### config.mk
export PLATFORM = sky130hd
export DESIGN_NAME = board_power_state_wake_control
export DESIGN_NICKNAME = d
export VERILOG_FILES = /design/src/rtl/pwr_seq_pkg.sv /design/src/rtl/board_power_state_wake_control.sv /design/src/rtl/hold_timer.sv
export SDC_FILE = /design/constraint.sdc
export NUM_CORES = 1
export LEC_CHECK = 0
export ABC_CLOCK_PERIOD_IN_PS = 2300
export BUFFER_PORTS_ARGS = -buffer_cell sky130_fd_sc_hd__buf_2
export CORE_MARGIN = 5
export CORE_UTILIZATION = 47
export CTS_CLUSTER_SIZE = 28
export DETAILED_ROUTE_END_ITERATION = 8
export HOLD_SLACK_MARGIN = 0.12
export MAX_ROUTING_LAYER = met4
export PLACE_DENSITY = 0.67
export SLEW_MARGIN = 20
export SYNTH_ARGS = -nofsm -noshare
export SYNTH_HDL_FRONTEND = slang
export SYNTH_SLANG_ARGS = --single-unit
### constraint.sdc
create_clock -name clk_sys -period 2.3 [get_ports clk_sys]
set_clock_uncertainty 0.15 [all_clocks]
set_input_delay 0.23 -clock clk_sys [delete_from_list [all_inputs] [get_ports clk_sys]]
set_output_delay 0.23 -clock clk_sys [all_outputs]
set_load 0.01 [all_outputs]
### src/rtl/pwr_seq_pkg.sv
// Constants for the board power-state and wake controller.
// Assumes a single 50 MHz standby clock feeding every module.
package pwr_seq_pkg;

  // ****************************************************************
  // Clock and timing
  // ****************************************************************
  localparam int unsigned CLK_HZ        = 50_000_000; // Standby clock rate
  localparam int unsigned SHORT_HOLD_S  = 4;          // Short press limit, s
  localparam int unsigned LONG_HOLD_S   = 6;          // Fail-safe hold, s
  localparam int unsigned DEBOUNCE_US   = 10_000;     // Switch settle, us
  // Short threshold is a longest time: rounded down
  localparam longint SHORT_CYC = longint'(SHORT_HOLD_S) * CLK_HZ;
  // Long threshold is a least time: rounded up (exact here)
  localparam longint LONG_CYC  = longint'(LONG_HOLD_S) * CLK_HZ;
  localparam longint DEB_CYC   =
    (longint'(DEBOUNCE_US) * CLK_HZ + 999_999) / 1_000_000;

  // ****************************************************************
  // Power states and saved-state encodings
  // ****************************************************************
  typedef enum logic [2:0] {
    ST_WORK,      // Working, main supply on
    ST_SLP_RAM,   // Suspend to RAM, context in memory
    ST_SLP_DISK,  // Suspend to disk, context on disk
    ST_SOFT_OFF   // Soft off, cold boot on exit
  } pwr_state_e;

  localparam logic       LAST_OFF      = 1'b0; // Saved state was off
  localparam logic       LAST_ON       = 1'b1; // Saved state was on
  localparam logic [1:0] LED_DARK      = 2'h0; // Front indicator colours
  localparam logic [1:0] LED_GREEN     = 2'h1;
  localparam logic [1:0] LED_AMBER     = 2'h2;
  localparam logic [1:0] REST_OFF      = 2'h0; // Restore policy: stay off
  localparam logic [1:0] REST_ON       = 2'h1; // Restore policy: power on
  localparam logic [1:0] REST_LAST     = 2'h2; // Restore policy: last state

endpackage
### src/rtl/board_power_state_wake_control.sv
// Power-state and wake sequencer for the board, on standby power.
// Assumes all inputs synchronous to clk_sys; reset is the power-on reset.
//
// What this block does
// - Short press: off/sleep to work, work to sleep
// - Long hold forces soft-off from work or sleep
// - Armed clock alarm wakes from off and sleep
// - USB activity wakes from RAM sleep only
// - PCIe wake pin wakes from sleep or off
// - After AC return ignore alarm, network, PCIe wakes
// - AC return restores prior on/off per setting
// - RAM sleep: supply off, indicator amber or dark
// - Wake from RAM sleep returns to working
// - Track RAM sleep, disk sleep, soft-off apart
// - Standby indicator lit while standby power present
`timescale 1ns/1ns
module board_power_state_wake_control #(
  parameter longint DEB_CYC   = pwr_seq_pkg::DEB_CYC,   // Settle cycles
  parameter longint SHORT_CYC = pwr_seq_pkg::SHORT_CYC, // Short limit
  parameter longint LONG_CYC  = pwr_seq_pkg::LONG_CYC   // Long limit
) (
  input  wire logic       clk_sys,
  input  wire logic       reset,
  input  wire logic       pwr_switch,     // Front switch pressed, high
  input  wire logic       os_sleep_en,    // OS lets a press mean sleep
  input  wire logic       os_sleep_ram,   // OS request: enter RAM sleep
  input  wire logic       os_sleep_disk,  // OS request: enter disk sleep
  input  wire logic       os_soft_off,    // OS request: soft off
  input  wire logic       rtc_armed,      // Wake date and time programmed
  input  wire logic       rtc_alarm,      // Clock alarm match
  input  wire logic       lan_wake,       // Network wake request
  input  wire logic       usb_wake,       // USB bus activity
  input  wire logic       pcie_wake_n,    // PCIe wake pin, low active
  input  wire logic       ac_returned,    // Power-on after AC loss
  input  wire logic [1:0] restore_mode,   // Stored AC restore setting
  input  wire logic       last_was_on,    // Stored state before AC loss
  input  wire logic       led_dual,       // Front indicator is bicolour
  input  wire logic       standby_ok,     // Standby rail present
  output logic            psu_on,         // Main supply enable
  output logic [1:0]      front_led,      // Front indicator colour
  output logic            standby_led,    // Standby indicator
  output logic            cold_boot,      // Pulse: start from no context
  output logic            resume_ram,     // Pulse: resume from memory
  output logic            resume_disk,    // Pulse: resume from disk image
  output logic [2:0]      power_state     // Current state code
);

  // ****************************************************************
  // Switch timing
  // ****************************************************************
  logic short_press;                      // Short press event
  logic long_hold;                        // Long hold event

  hold_timer #(
    .CW        (32),
    .DEB_CYC   (DEB_CYC),
    .SHORT_CYC (SHORT_CYC),
    .LONG_CYC  (LONG_CYC)
  ) u_hold (
    .clk_sys     (clk_sys),
    .reset       (reset),
    .sw_raw      (pwr_switch),
    .short_press (short_press),
    .long_hold   (long_hold)
  );

  // ****************************************************************
  // AC-return window and restore
  // ****************************************************************
  pwr_seq_pkg::pwr_state_e state_reg;     // Current power state
  pwr_seq_pkg::pwr_state_e state_next;    // Next power state
  logic ac_block_reg;                     // Ignore external wakes
  logic restore_done_reg;                 // Restore decision taken
  logic restore_on;                       // Restore says power up

  // Decide once after reset whether AC return should power up
  always_comb
  begin
    case (restore_mode)
      pwr_seq_pkg::REST_ON:   restore_on = 1'b1;
      pwr_seq_pkg::REST_LAST: restore_on = (last_was_on ==
                                            pwr_seq_pkg::LAST_ON);
      default:                restore_on = 1'b0;
    endcase
  end

  // Block lasts until the system has once been working again
  always_ff @(posedge clk_sys or posedge reset)
  begin
    if (reset)
      ac_block_reg <= 1'b0;
    else if (!restore_done_reg && ac_returned)
      ac_block_reg <= 1'b1;
    else if (state_reg == pwr_seq_pkg::ST_WORK)
      ac_block_reg <= 1'b0;
  end

  // ****************************************************************
  // Wake qualification
  // ****************************************************************
  logic ext_ok;                           // External sources honoured
  logic wake_any;                         // Valid wake in this state

  assign ext_ok = !ac_block_reg;

  // Which sources count depends on the present sleep depth
  always_comb
  begin
    wake_any = 1'b0;
    case (state_reg)
      pwr_seq_pkg::ST_SLP_RAM:
        wake_any = (ext_ok && rtc_armed && rtc_alarm)
                 || (ext_ok && lan_wake)
                 || usb_wake
                 || (ext_ok && !pcie_wake_n);
      pwr_seq_pkg::ST_SLP_DISK,
      pwr_seq_pkg::ST_SOFT_OFF:
        // USB deliberately absent here
        wake_any = (ext_ok && rtc_armed && rtc_alarm)
                 || (ext_ok && lan_wake)
                 || (ext_ok && !pcie_wake_n);
      default:
        wake_any = 1'b0;
    endcase
  end

  // ****************************************************************
  // State machine
  // ****************************************************************
  // Long hold outranks every other event in work and sleep; then press, then wake
  always_comb
  begin
    state_next = state_reg;
    case (state_reg)
      pwr_seq_pkg::ST_WORK:
      begin
        if (long_hold)
          state_next = pwr_seq_pkg::ST_SOFT_OFF;
        else if (short_press && os_sleep_en)
          state_next = pwr_seq_pkg::ST_SLP_RAM;
        else if (os_soft_off)
          state_next = pwr_seq_pkg::ST_SOFT_OFF;
        else if (os_sleep_disk)
          state_next = pwr_seq_pkg::ST_SLP_DISK;
        else if (os_sleep_ram)
          state_next = pwr_seq_pkg::ST_SLP_RAM;
      end
      pwr_seq_pkg::ST_SLP_RAM,
      pwr_seq_pkg::ST_SLP_DISK:
      begin
        if (long_hold)
          state_next = pwr_seq_pkg::ST_SOFT_OFF;
        else if (short_press || wake_any)
          state_next = pwr_seq_pkg::ST_WORK;
      end
      pwr_seq_pkg::ST_SOFT_OFF:
      begin
        if (!restore_done_reg && ac_returned && restore_on)
          state_next = pwr_seq_pkg::ST_WORK;
        else if (short_press || wake_any)
          state_next = pwr_seq_pkg::ST_WORK;
      end
      default:
        state_next = pwr_seq_pkg::ST_SOFT_OFF;
    endcase
  end

  // State register; power-on reset starts in soft-off
  always_ff @(posedge clk_sys or posedge reset)
  begin
    if (reset)
    begin
      state_reg        <= pwr_seq_pkg::ST_SOFT_OFF;
      restore_done_reg <= 1'b0;
    end
    else
    begin
      state_reg        <= state_next;
      restore_done_reg <= 1'b1;
    end
  end

  // ****************************************************************
  // Resume kind pulses
  // ****************************************************************
  // Exit kind tells the platform where context lives
  always_ff @(posedge clk_sys or posedge reset)
  begin
    if (reset)
    begin
      cold_boot   <= 1'b0;
      resume_ram  <= 1'b0;
      resume_disk <= 1'b0;
    end
    else
    begin
      cold_boot   <= (state_reg == pwr_seq_pkg::ST_SOFT_OFF)
                  && (state_next == pwr_seq_pkg::ST_WORK);
      resume_ram  <= (state_reg == pwr_seq_pkg::ST_SLP_RAM)
                  && (state_next == pwr_seq_pkg::ST_WORK);
      resume_disk <= (state_reg == pwr_seq_pkg::ST_SLP_DISK)
                  && (state_next == pwr_seq_pkg::ST_WORK);
    end
  end

  // ****************************************************************
  // Supply and indicators
  // ****************************************************************
  // Registered from next state so outputs line up with state_reg
  always_ff @(posedge clk_sys or posedge reset)
  begin
    if (reset)
    begin
      psu_on      <= 1'b0;
      front_led   <= pwr_seq_pkg::LED_DARK;
      power_state <= 3'h3;
    end
    else
    begin
      psu_on      <= (state_next == pwr_seq_pkg::ST_WORK);
      power_state <= 3'(state_next);
      case (state_next)
        pwr_seq_pkg::ST_WORK:
          front_led <= pwr_seq_pkg::LED_GREEN;
        pwr_seq_pkg::ST_SLP_RAM:
          front_led <= led_dual ? pwr_seq_pkg::LED_AMBER
                                : pwr_seq_pkg::LED_DARK;
        default:
          front_led <= pwr_seq_pkg::LED_DARK;
      endcase
    end
  end

  // Standby light follows the standby rail, not the power state
  always_ff @(posedge clk_sys or posedge reset)
  begin
    if (reset)
      standby_led <= 1'b0;
    else
      standby_led <= standby_ok;
  end

endmodule // board_power_state_wake_control

### src/rtl/hold_timer.sv
// Debounce and hold timer for the front-panel power switch.
// Assumes the switch level is already synchronous to clk_sys.
`timescale 1ns/1ns
module hold_timer #(
  parameter int unsigned CW        = 32,                // Counter width
  parameter longint      DEB_CYC   = 500_000,           // Settle cycles
  parameter longint      SHORT_CYC = 200_000_000,       // Short limit
  parameter longint      LONG_CYC  = 300_000_000        // Long limit
) (
  input  wire logic clk_sys,
  input  wire logic reset,
  input  wire logic sw_raw,        // Switch pressed, high
  output logic      short_press,   // Pulse: released before short limit
  output logic      long_hold      // Pulse: held past long limit
);

  // ****************************************************************
  // Debounce
  // ****************************************************************
  logic [CW-1:0] deb_cnt_reg;      // Cycles raw differs from clean
  logic          sw_clean_reg;     // Debounced switch level
  logic [CW-1:0] hold_cnt_reg;     // Cycles held since clean press
  logic          long_done_reg;    // Long event already sent

  // Raw must hold a new level for DEB_CYC before it is believed
  always_ff @(posedge clk_sys or posedge reset)
  begin
    if (reset)
    begin
      deb_cnt_reg  <= '0;
      sw_clean_reg <= 1'b0;
    end
    else if (sw_raw == sw_clean_reg)
      deb_cnt_reg <= '0;                       // Bounce restarts count
    else if (deb_cnt_reg >= CW'(DEB_CYC - 1))
    begin
      deb_cnt_reg  <= '0;
      sw_clean_reg <= sw_raw;
    end
    else
      deb_cnt_reg <= deb_cnt_reg + 1'b1;
  end

  // ****************************************************************
  // Hold timing
  // ****************************************************************
  // Count saturates so a stuck switch never wraps into a short press
  always_ff @(posedge clk_sys or posedge reset)
  begin
    if (reset)
    begin
      hold_cnt_reg  <= '0;
      long_done_reg <= 1'b0;
      short_press   <= 1'b0;
      long_hold     <= 1'b0;
    end
    else
    begin
      short_press <= 1'b0;
      long_hold   <= 1'b0;
      if (sw_clean_reg)
      begin
        if (hold_cnt_reg != '1)
          hold_cnt_reg <= hold_cnt_reg + 1'b1;
        if (!long_done_reg && hold_cnt_reg >= CW'(LONG_CYC - 1))
        begin
          long_hold     <= 1'b1;
          long_done_reg <= 1'b1;
        end
      end
      else
      begin
        // Release: judge the press by its length
        if (hold_cnt_reg != '0 && hold_cnt_reg < CW'(SHORT_CYC))
          short_press <= 1'b1;
        hold_cnt_reg  <= '0;
        long_done_reg <= 1'b0;
      end
    end
  end

endmodule // hold_timer

==> results.sh, run 1 <==
export IMPL_drv_cap=0
export IMPL_fin_crit_sh_pct=95.5
export IMPL_place_ws_ns=0.0556
export IMPL_yosys_warnings=0
export IMPL_cp_start_kind="flip-flop"
export IMPL_wl_per_cell_um=14.7
export IMPL_setup_ws_ns=0.103
export IMPL_syn_avg_cell_area_um2=9.82
export IMPL_switching_share_pct=25.6
export IMPL_setup_violations=0
export IMPL_cts_tree="built"
export IMPL_htreeDepth=3
export IMPL_clkLatencyLatePin_ns=0.36
export IMPL_drt_pass1_iter_count=4
export IMPL_grt_ovfl_total=0
export IMPL_slew_headroom_pct=62.1
export IMPL_r2r_cells=7
export IMPL_die_area_um2=10300
export IMPL_pin_count=28
export IMPL_placed_cells=554
export IMPL_detail_route_antenna_nets=0
export IMPL_synth_area_um2=3940
export IMPL_p_leak_nw=1.98
export IMPL_slowest_delay_ns=0.41
export IMPL_clock_fmax_mhz=455
export IMPL_peakVddDrop_uv=384
export IMPL_cts_sinks=80
export IMPL_dp_hpwl_um=5820
export IMPL_synthArstFlopShare_pct=100
export IMPL_synth_top_area_share_pct=49.6
export IMPL_core_area_um2=8180
export IMPL_cts_root_buf="clkbuf_8"
export IMPL_tightest_slew_ns=0.568
export IMPL_num_vias=3179
export IMPL_path_class="reg -> reg"
export IMPL_period_needed_ns=2.20
export IMPL_power_density_nw_per_um2=631
export IMPL_synth_top_flop_cell="dfrtp_1"
export IMPL_drive_above_1_share_pct=17.0
export IMPL_finalCoreUtilization_pct=57.3
export IMPL_slew_violations=0
export IMPL_power_frac_comb_pct=7.6
export IMPL_numPortBuffers=27
export IMPL_cts_buffers_inserted=9
export IMPL_worstPathArrival_ns=2.34
export IMPL_crit_required_ns=2.44
export IMPL_crit_chain="ha_1 > and4_1 > o41ai_2 > a31oi_1 > or3_1 > buf_4 > nor2_1"
export IMPL_critical_path_top_delay_family="simple AND/OR/NAND/NOR gates"
export IMPL_hold_path_class="in -> reg"
export IMPL_yosysUniqueCellTypes=50
export IMPL_fp_dieH_um=102
export IMPL_syn_instance_count=401
export IMPL_nNetsFinal=489
export IMPL_drt_iter0_drc=184
export IMPL_antenna_found_initial=0
export IMPL_grtUsageTotal_pct=18.0
export IMPL_synth_seq_area_share_pct=50.9
export IMPL_worst_path_stages=7
export IMPL_min_path_cells=3
export IMPL_yosys_area_top_type="dfrtp_1"
export IMPL_ys_top_cells_by_area="dfrtp_1, nor2_1, xor2_1"
export IMPL_outcome="completed"
export IMPL_synth_edf_count=0
export IMPL_report_final_hold_viol_count=0
export IMPL_clock_path_buffers=2
export IMPL_seqPwrFrac_pct=51.1
export IMPL_rsz0062_at_grt="true"
export IMPL_clk_pin_slew_ns=0.09
export IMPL_row_count=33
export IMPL_end_kind="flip-flop"
export IMPL_dieWidth_um=102
export IMPL_grt_pass1_vias=3066
export IMPL_synth_ff_latch_count=80
export IMPL_grt_max_degree=81
export IMPL_intPower_mw=2.20
export IMPL_drcViolationCount=0
export IMPL_grt_pass1_wl_um=14400
export IMPL_p_switching_mw=0.755
export IMPL_syn_to_final_growth_pct=18.9
export IMPL_path_buf_inv=1
export IMPL_place_gp_congestion=0.938
export IMPL_antenna_cells=0
export IMPL_fin_cells=576
export IMPL_pwr_share_clk_pct=41.3
export IMPL_initial_core_util_pct=48.2
export IMPL_slowest_stage="dfrtp_1"
export IMPL_wl_um=8480
export IMPL_via_per_inst=5.52
export IMPL_nFillCells=706
export IMPL_cp_max_fo=14
==> power groups by stage <==
stage | Combinational, mW | Clock [mW] | Sequential [mW]
5_1_grt | 0.258 | 1.31 | 1.52
2_1_floorplan | 0.122 | 0 | 1.54
6_report | 0.225 | 1.22 | 1.51
3_5_place_dp | 0.221 | 0 | 1.54
3_3_place_gp | 0.216 | 0 | 1.54
4_1_cts | 0.229 | 1.25 | 1.51
==> kinds of logic (layout without fill, tap and decap cells) <==
kind of cell             Yosys count  count (layout)  share of synthesized area, %
AND/OR/NAND/NOR                  188             188                          26.5
flip-flops                        80              80                          50.9
AO/OA/AOI/OAI                     64              64                          10.2
buffers and inverters             31              88                          3.50
XOR/XNOR                          26              26                          5.78
adder cells (fa/ha/maj)            5               5                          1.59
multiplexers                       5               5                          1.27
other                              2              15                         0.191
==> metrics by stage <==
step | power, mW | TNS, ns | area, µm² | hold WS [ns]
CTS | 2.99 | 0 | 4660 | 0.144
floorplan | 1.67 | -0.0357 | 3990 | 0.111
finish | 2.95 | 0 | 4680 | 0.132
global placement | 1.75 | 0 | 4370 | 0.190
detailed placement | 1.76 | 0 | 4370 | 0.191
global route | 3.09 | -0.0109 | 4680 | 0.168
==> path summary, 6_finish.rpt <==
kind	start	to	slack, ns
min	usb_wake	resume_ram	0.13
max reg2reg	u_hold.deb_cnt_reg[0]	u_hold.deb_cnt_reg[14]	0.10
max	u_hold.deb_cnt_reg[0]	u_hold.deb_cnt_reg[14]	0.10
min in group asynchronous	reset	power_state[2]	0.38
min reg2reg	u_hold.long_done_reg	u_hold.long_hold	0.30
max in group asynchronous	reset	power_state[1]	1.28
==> cell type report <==
cell class / count / area, µm² / share of cell area (%)
Multi-Input combinational cell: 303 / 1860 / 39.8
Sequential cell: 80 / 2000 / 42.8
Tap cell: 105 / 131 / 2.81
Timing Repair Buffer: 55 / 383 / 8.18
Clock inverter: 7 / 109 / 2.33
Inverter: 17 / 67.6 / 1.44
Clock buffer: 9 / 124 / 2.65
==> layer usage <==
| layer | track usage [%] | wire, µm | share of wire [%] |
|---|---|---|---|
| met4 | 5.93 | 156 | 1.8 |
| met1 | 23.0 | 3810 | 45 |
| met3 | 4.06 | 370 | 4.4 |
| met5 | - | 0 | 0 |
| met2 | 28.5 | 4140 | 49 |
==> synth_stat cells, types with 6 or more instances <==
| library cell | instances |
|---|---|
| dfrtp_1 | 78 |
| nor2_1 | 43 |
| nand2_1 | 23 |
| a21oi_1 | 20 |
| nand3_1 | 20 |
| nor3_1 | 18 |
| inv_1 | 16 |
| nand4_1 | 16 |
| nor4_1 | 14 |
| or3_1 | 14 |
| xor2_1 | 14 |
| o31ai_1 | 13 |
| xnor2_1 | 12 |
| clkbuf_1 | 10 |
| nand2b_1 | 7 |
| or4_1 | 7 |
| o21ai_0 | 6 |
| o21ai_1 | 6 |
==> placed cells by master (no fill, tap or decap), drive strengths merged, types with 15 or more instances in the layout <==
cell   instances
nor4          15
nor2          43
nand4         17
nor3          18
buf           50
a21oi         20
nand3         21
dfrtp         78
conb          15
nand2         23
inv           21
==> worst reg2reg max path: cells and delay by family, from the launching register on <==
family,cells,cell delay [ns]
adders and majority gates,1,0.24
DFF,1,0.41
buffers and inverters,1,0.20
and+or+nand+nor,3,0.81
AOI/OAI and AO/OA,2,0.33
==> repair_timing <==
action | 4_1_cts | 5_1_grt
resized for setup | 0 | 3
setup endpoints to repair | 0 | 19
buffers inserted | 0 | 1
hold buffers | 5 | 0
hold endpoints to repair | 82 | 0
(Power assumes the default switching activity.)
==> run 2, diff against run 1 <==
--- a/config.mk
+++ b/config.mk
@@ -5,7 +5,7 @@
 export SDC_FILE = /design/constraint.sdc
 export NUM_CORES = 1
 export LEC_CHECK = 0
-export ABC_CLOCK_PERIOD_IN_PS = 2300
+export ABC_CLOCK_PERIOD_IN_PS = 2580
 export BUFFER_PORTS_ARGS = -buffer_cell sky130_fd_sc_hd__buf_2
 export CORE_MARGIN = 5
 export CORE_UTILIZATION = 47
@@ -13,7 +13,7 @@
 export DETAILED_ROUTE_END_ITERATION = 8
 export HOLD_SLACK_MARGIN = 0.12
 export MAX_ROUTING_LAYER = met4
-export PLACE_DENSITY = 0.67
+export SETUP_SLACK_MARGIN = 0.05
 export SLEW_MARGIN = 20
 export SYNTH_ARGS = -nofsm -noshare
 export SYNTH_HDL_FRONTEND = slang
==> constraint.sdc (replaced) <==
create_clock -name clk_sys -period 2.58 [get_ports clk_sys]
set_clock_uncertainty 0.15 [all_clocks]
set_input_delay 0.258 -clock clk_sys [delete_from_list [all_inputs] [get_ports clk_sys]]
set_output_delay 0.258 -clock clk_sys [all_outputs]
set_load 0.01 [all_outputs]
==> run 2 against run 1 <==
Sequential share of layout area grew 1.4 points. Highest routed layer unchanged. Sequential power decreased by 11%. Register-to-register slack gained 0.18 ns. Critical path depth did not move. Count of clock-buffer cells in the layout is the same. Critical endpoint is now u_hold.hold_cnt_reg[1]. Non-clock buffer count down 13. Global-route usage down 0.10 points. Wire length shrank 4.9%. First-iteration DRC count down 28%. Worst setup slack improved by 0.18 ns.
==> results.sh, run 2 (synthesis gave the netlist of run 1 again) <==
export IMPL_layout_common_cells="dfrtp_1, nor2_1, buf_2, nand2_1"
export IMPL_cts_sinks=80
export IMPL_grt_pass1_vias=3019
export IMPL_syn_to_final_growth_pct=15.2
export IMPL_numPortBuffers=27
export IMPL_antenna_found_initial=0
export IMPL_clk_pin_slew_ns=0.09
export IMPL_row_count=33
export IMPL_slew_violations=0
export IMPL_pwr_share_clk_pct=38.4
export IMPL_nNetsFinal=476
export IMPL_cp_start_kind="flip-flop"
export IMPL_rsz0062_at_grt="false"
export IMPL_antenna_cells=0
export IMPL_grt_max_degree=46
export IMPL_setup_violations=0
export IMPL_detail_route_antenna_nets=0
export IMPL_switching_share_pct=26.0
export IMPL_htreeDepth=3
export IMPL_grt_pass1_wl_um=14200
export IMPL_fp_dieH_um=102
export IMPL_cts_root_buf="clkbuf_8"
export IMPL_nFillCells=748
export IMPL_crit_required_ns=2.67
export IMPL_worstPathArrival_ns=2.38
export IMPL_path_class="reg -> reg"
export IMPL_drcViolationCount=0
export IMPL_cts_buffers_inserted=9
export IMPL_clock_fmax_mhz=436
export IMPL_dieWidth_um=102
export IMPL_peakVddDrop_uv=275
export IMPL_end_kind="flip-flop"
export IMPL_via_per_inst=5.46
export IMPL_drt_iter0_drc=132
export IMPL_dp_hpwl_um=5650
export IMPL_die_area_um2=10300
export IMPL_report_final_hold_viol_count=0
export IMPL_power_density_nw_per_um2=553
export IMPL_core_area_um2=8180
export IMPL_pin_count=28
export IMPL_seqPwrFrac_pct=53.7
export IMPL_grtUsageTotal_pct=17.9
export IMPL_period_needed_ns=2.30
export IMPL_slew_headroom_pct=59.2
export IMPL_drive_above_1_share_pct=14.2
export IMPL_num_vias=3075
export IMPL_p_switching_mw=0.650
export IMPL_final_common_cell="dfrtp_1"
export IMPL_drv_cap=0
export IMPL_outcome="completed"
export IMPL_wl_um=8060
export IMPL_setup_tns_ns=0
export IMPL_power_frac_comb_pct=7.9
export IMPL_grt_ovfl_total=0
export IMPL_cts_tree="built"
export IMPL_clkLatencyLatePin_ns=0.36
export IMPL_placed_cell_area_um2=4270
export IMPL_cp_max_fo=27
export IMPL_fin_crit_sh_pct=89.0
export IMPL_place_gp_congestion=0.854
export IMPL_tightest_slew_ns=0.612
export IMPL_p_leak_nw=1.90
export IMPL_clock_path_buffers=2
export IMPL_initial_core_util_pct=48.2
export IMPL_fin_area_um2=4530
export IMPL_hold_path_class="in -> reg"
export IMPL_drt_pass1_iter_count=4
export IMPL_intPower_mw=1.85
export IMPL_wl_per_cell_um=14.3
run 2: path summary, 6_finish.rpt:
kind | cells after the start | start | to | slack, ns
max reg2reg | 7 | u_hold.hold_cnt_reg[1] | u_hold.hold_cnt_reg[1] | 0.28
max in group asynchronous | 4 | reset | u_hold.hold_cnt_reg[16] | 1.27
max | 7 | u_hold.hold_cnt_reg[1] | u_hold.hold_cnt_reg[1] | 0.28
min | 3 | usb_wake | resume_ram | 0.18
min in group asynchronous | 3 | reset | front_led[0] | 0.35
min reg2reg | 1 | u_hold.long_done_reg | u_hold.long_hold | 0.29
run 2: area by class of cell:
type	count	area, µm²	share of cell area (%)
timing repair buffer	42	277	6.10
clock inverter	7	83.8	1.85
inverter	17	65.1	1.43
multi-input combinational	303	1850	40.8
clock buffer	9	124	2.73
tap	105	131	2.90
sequential	80	2000	44.2
run 2: worst max-delay path, cell delays in order, from the launching register on:
cell,delay [ns]
dfrtp_1,0.41
ha_1,0.24
nand3_1,0.19
or4_4,0.50
nor4_4,0.17
buf_6,0.26
mux2i_1,0.20
nor2_1,0.05
run 2: what timing repair did:
item | in CTS | in global routing
setup endpoints to repair | 0 | 20
gates resized for setup | 0 | 2
setup buffers | 0 | 0
hold buffers | 5 | 0
hold endpoints to repair | 37 | 0
run 2: power by group through the flow:
stage / combinational [mW] / clock (mW) / sequential (mW)
final: 0.197 / 0.963 / 1.35
after global routing: 0.228 / 1.05 / 1.35
after CTS: 0.201 / 0.997 / 1.35
after detailed placement: 0.195 / 0 / 1.37
after global placement: 0.192 / 0 / 1.37
after floorplan: 0.108 / 0 / 1.38
run 2: routing by layer:
metal	vias to the layer above	GRT usage, %	routed length, µm
li1	1547	-	-
met1	1465	23.9	3960
met2	52	27.4	3670
met3	11	3.03	297
met4	0	7.06	130
met5	-	-	0
run 2: per-stage QoR:
| stage | setup slack [ns] | utilization [%] | cells | total power, mW | hold slack [ns] |
|---|---|---|---|---|---|
| 2_1_floorplan | 0.124 | - | 414 | 1.48 | 0.139 |
| 3_3_place_gp | 0.219 | 52.2 | 542 | 1.56 | 0.197 |
| 3_5_place_dp | 0.135 | 52.2 | 542 | 1.57 | 0.194 |
| 4_1_cts | 0.131 | 55.4 | 563 | 2.54 | 0.174 |
| 5_1_grt | 0.114 | 55.5 | 563 | 2.63 | 0.189 |
| 6_report | 0.284 | 55.5 | 563 | 2.51 | 0.177 |
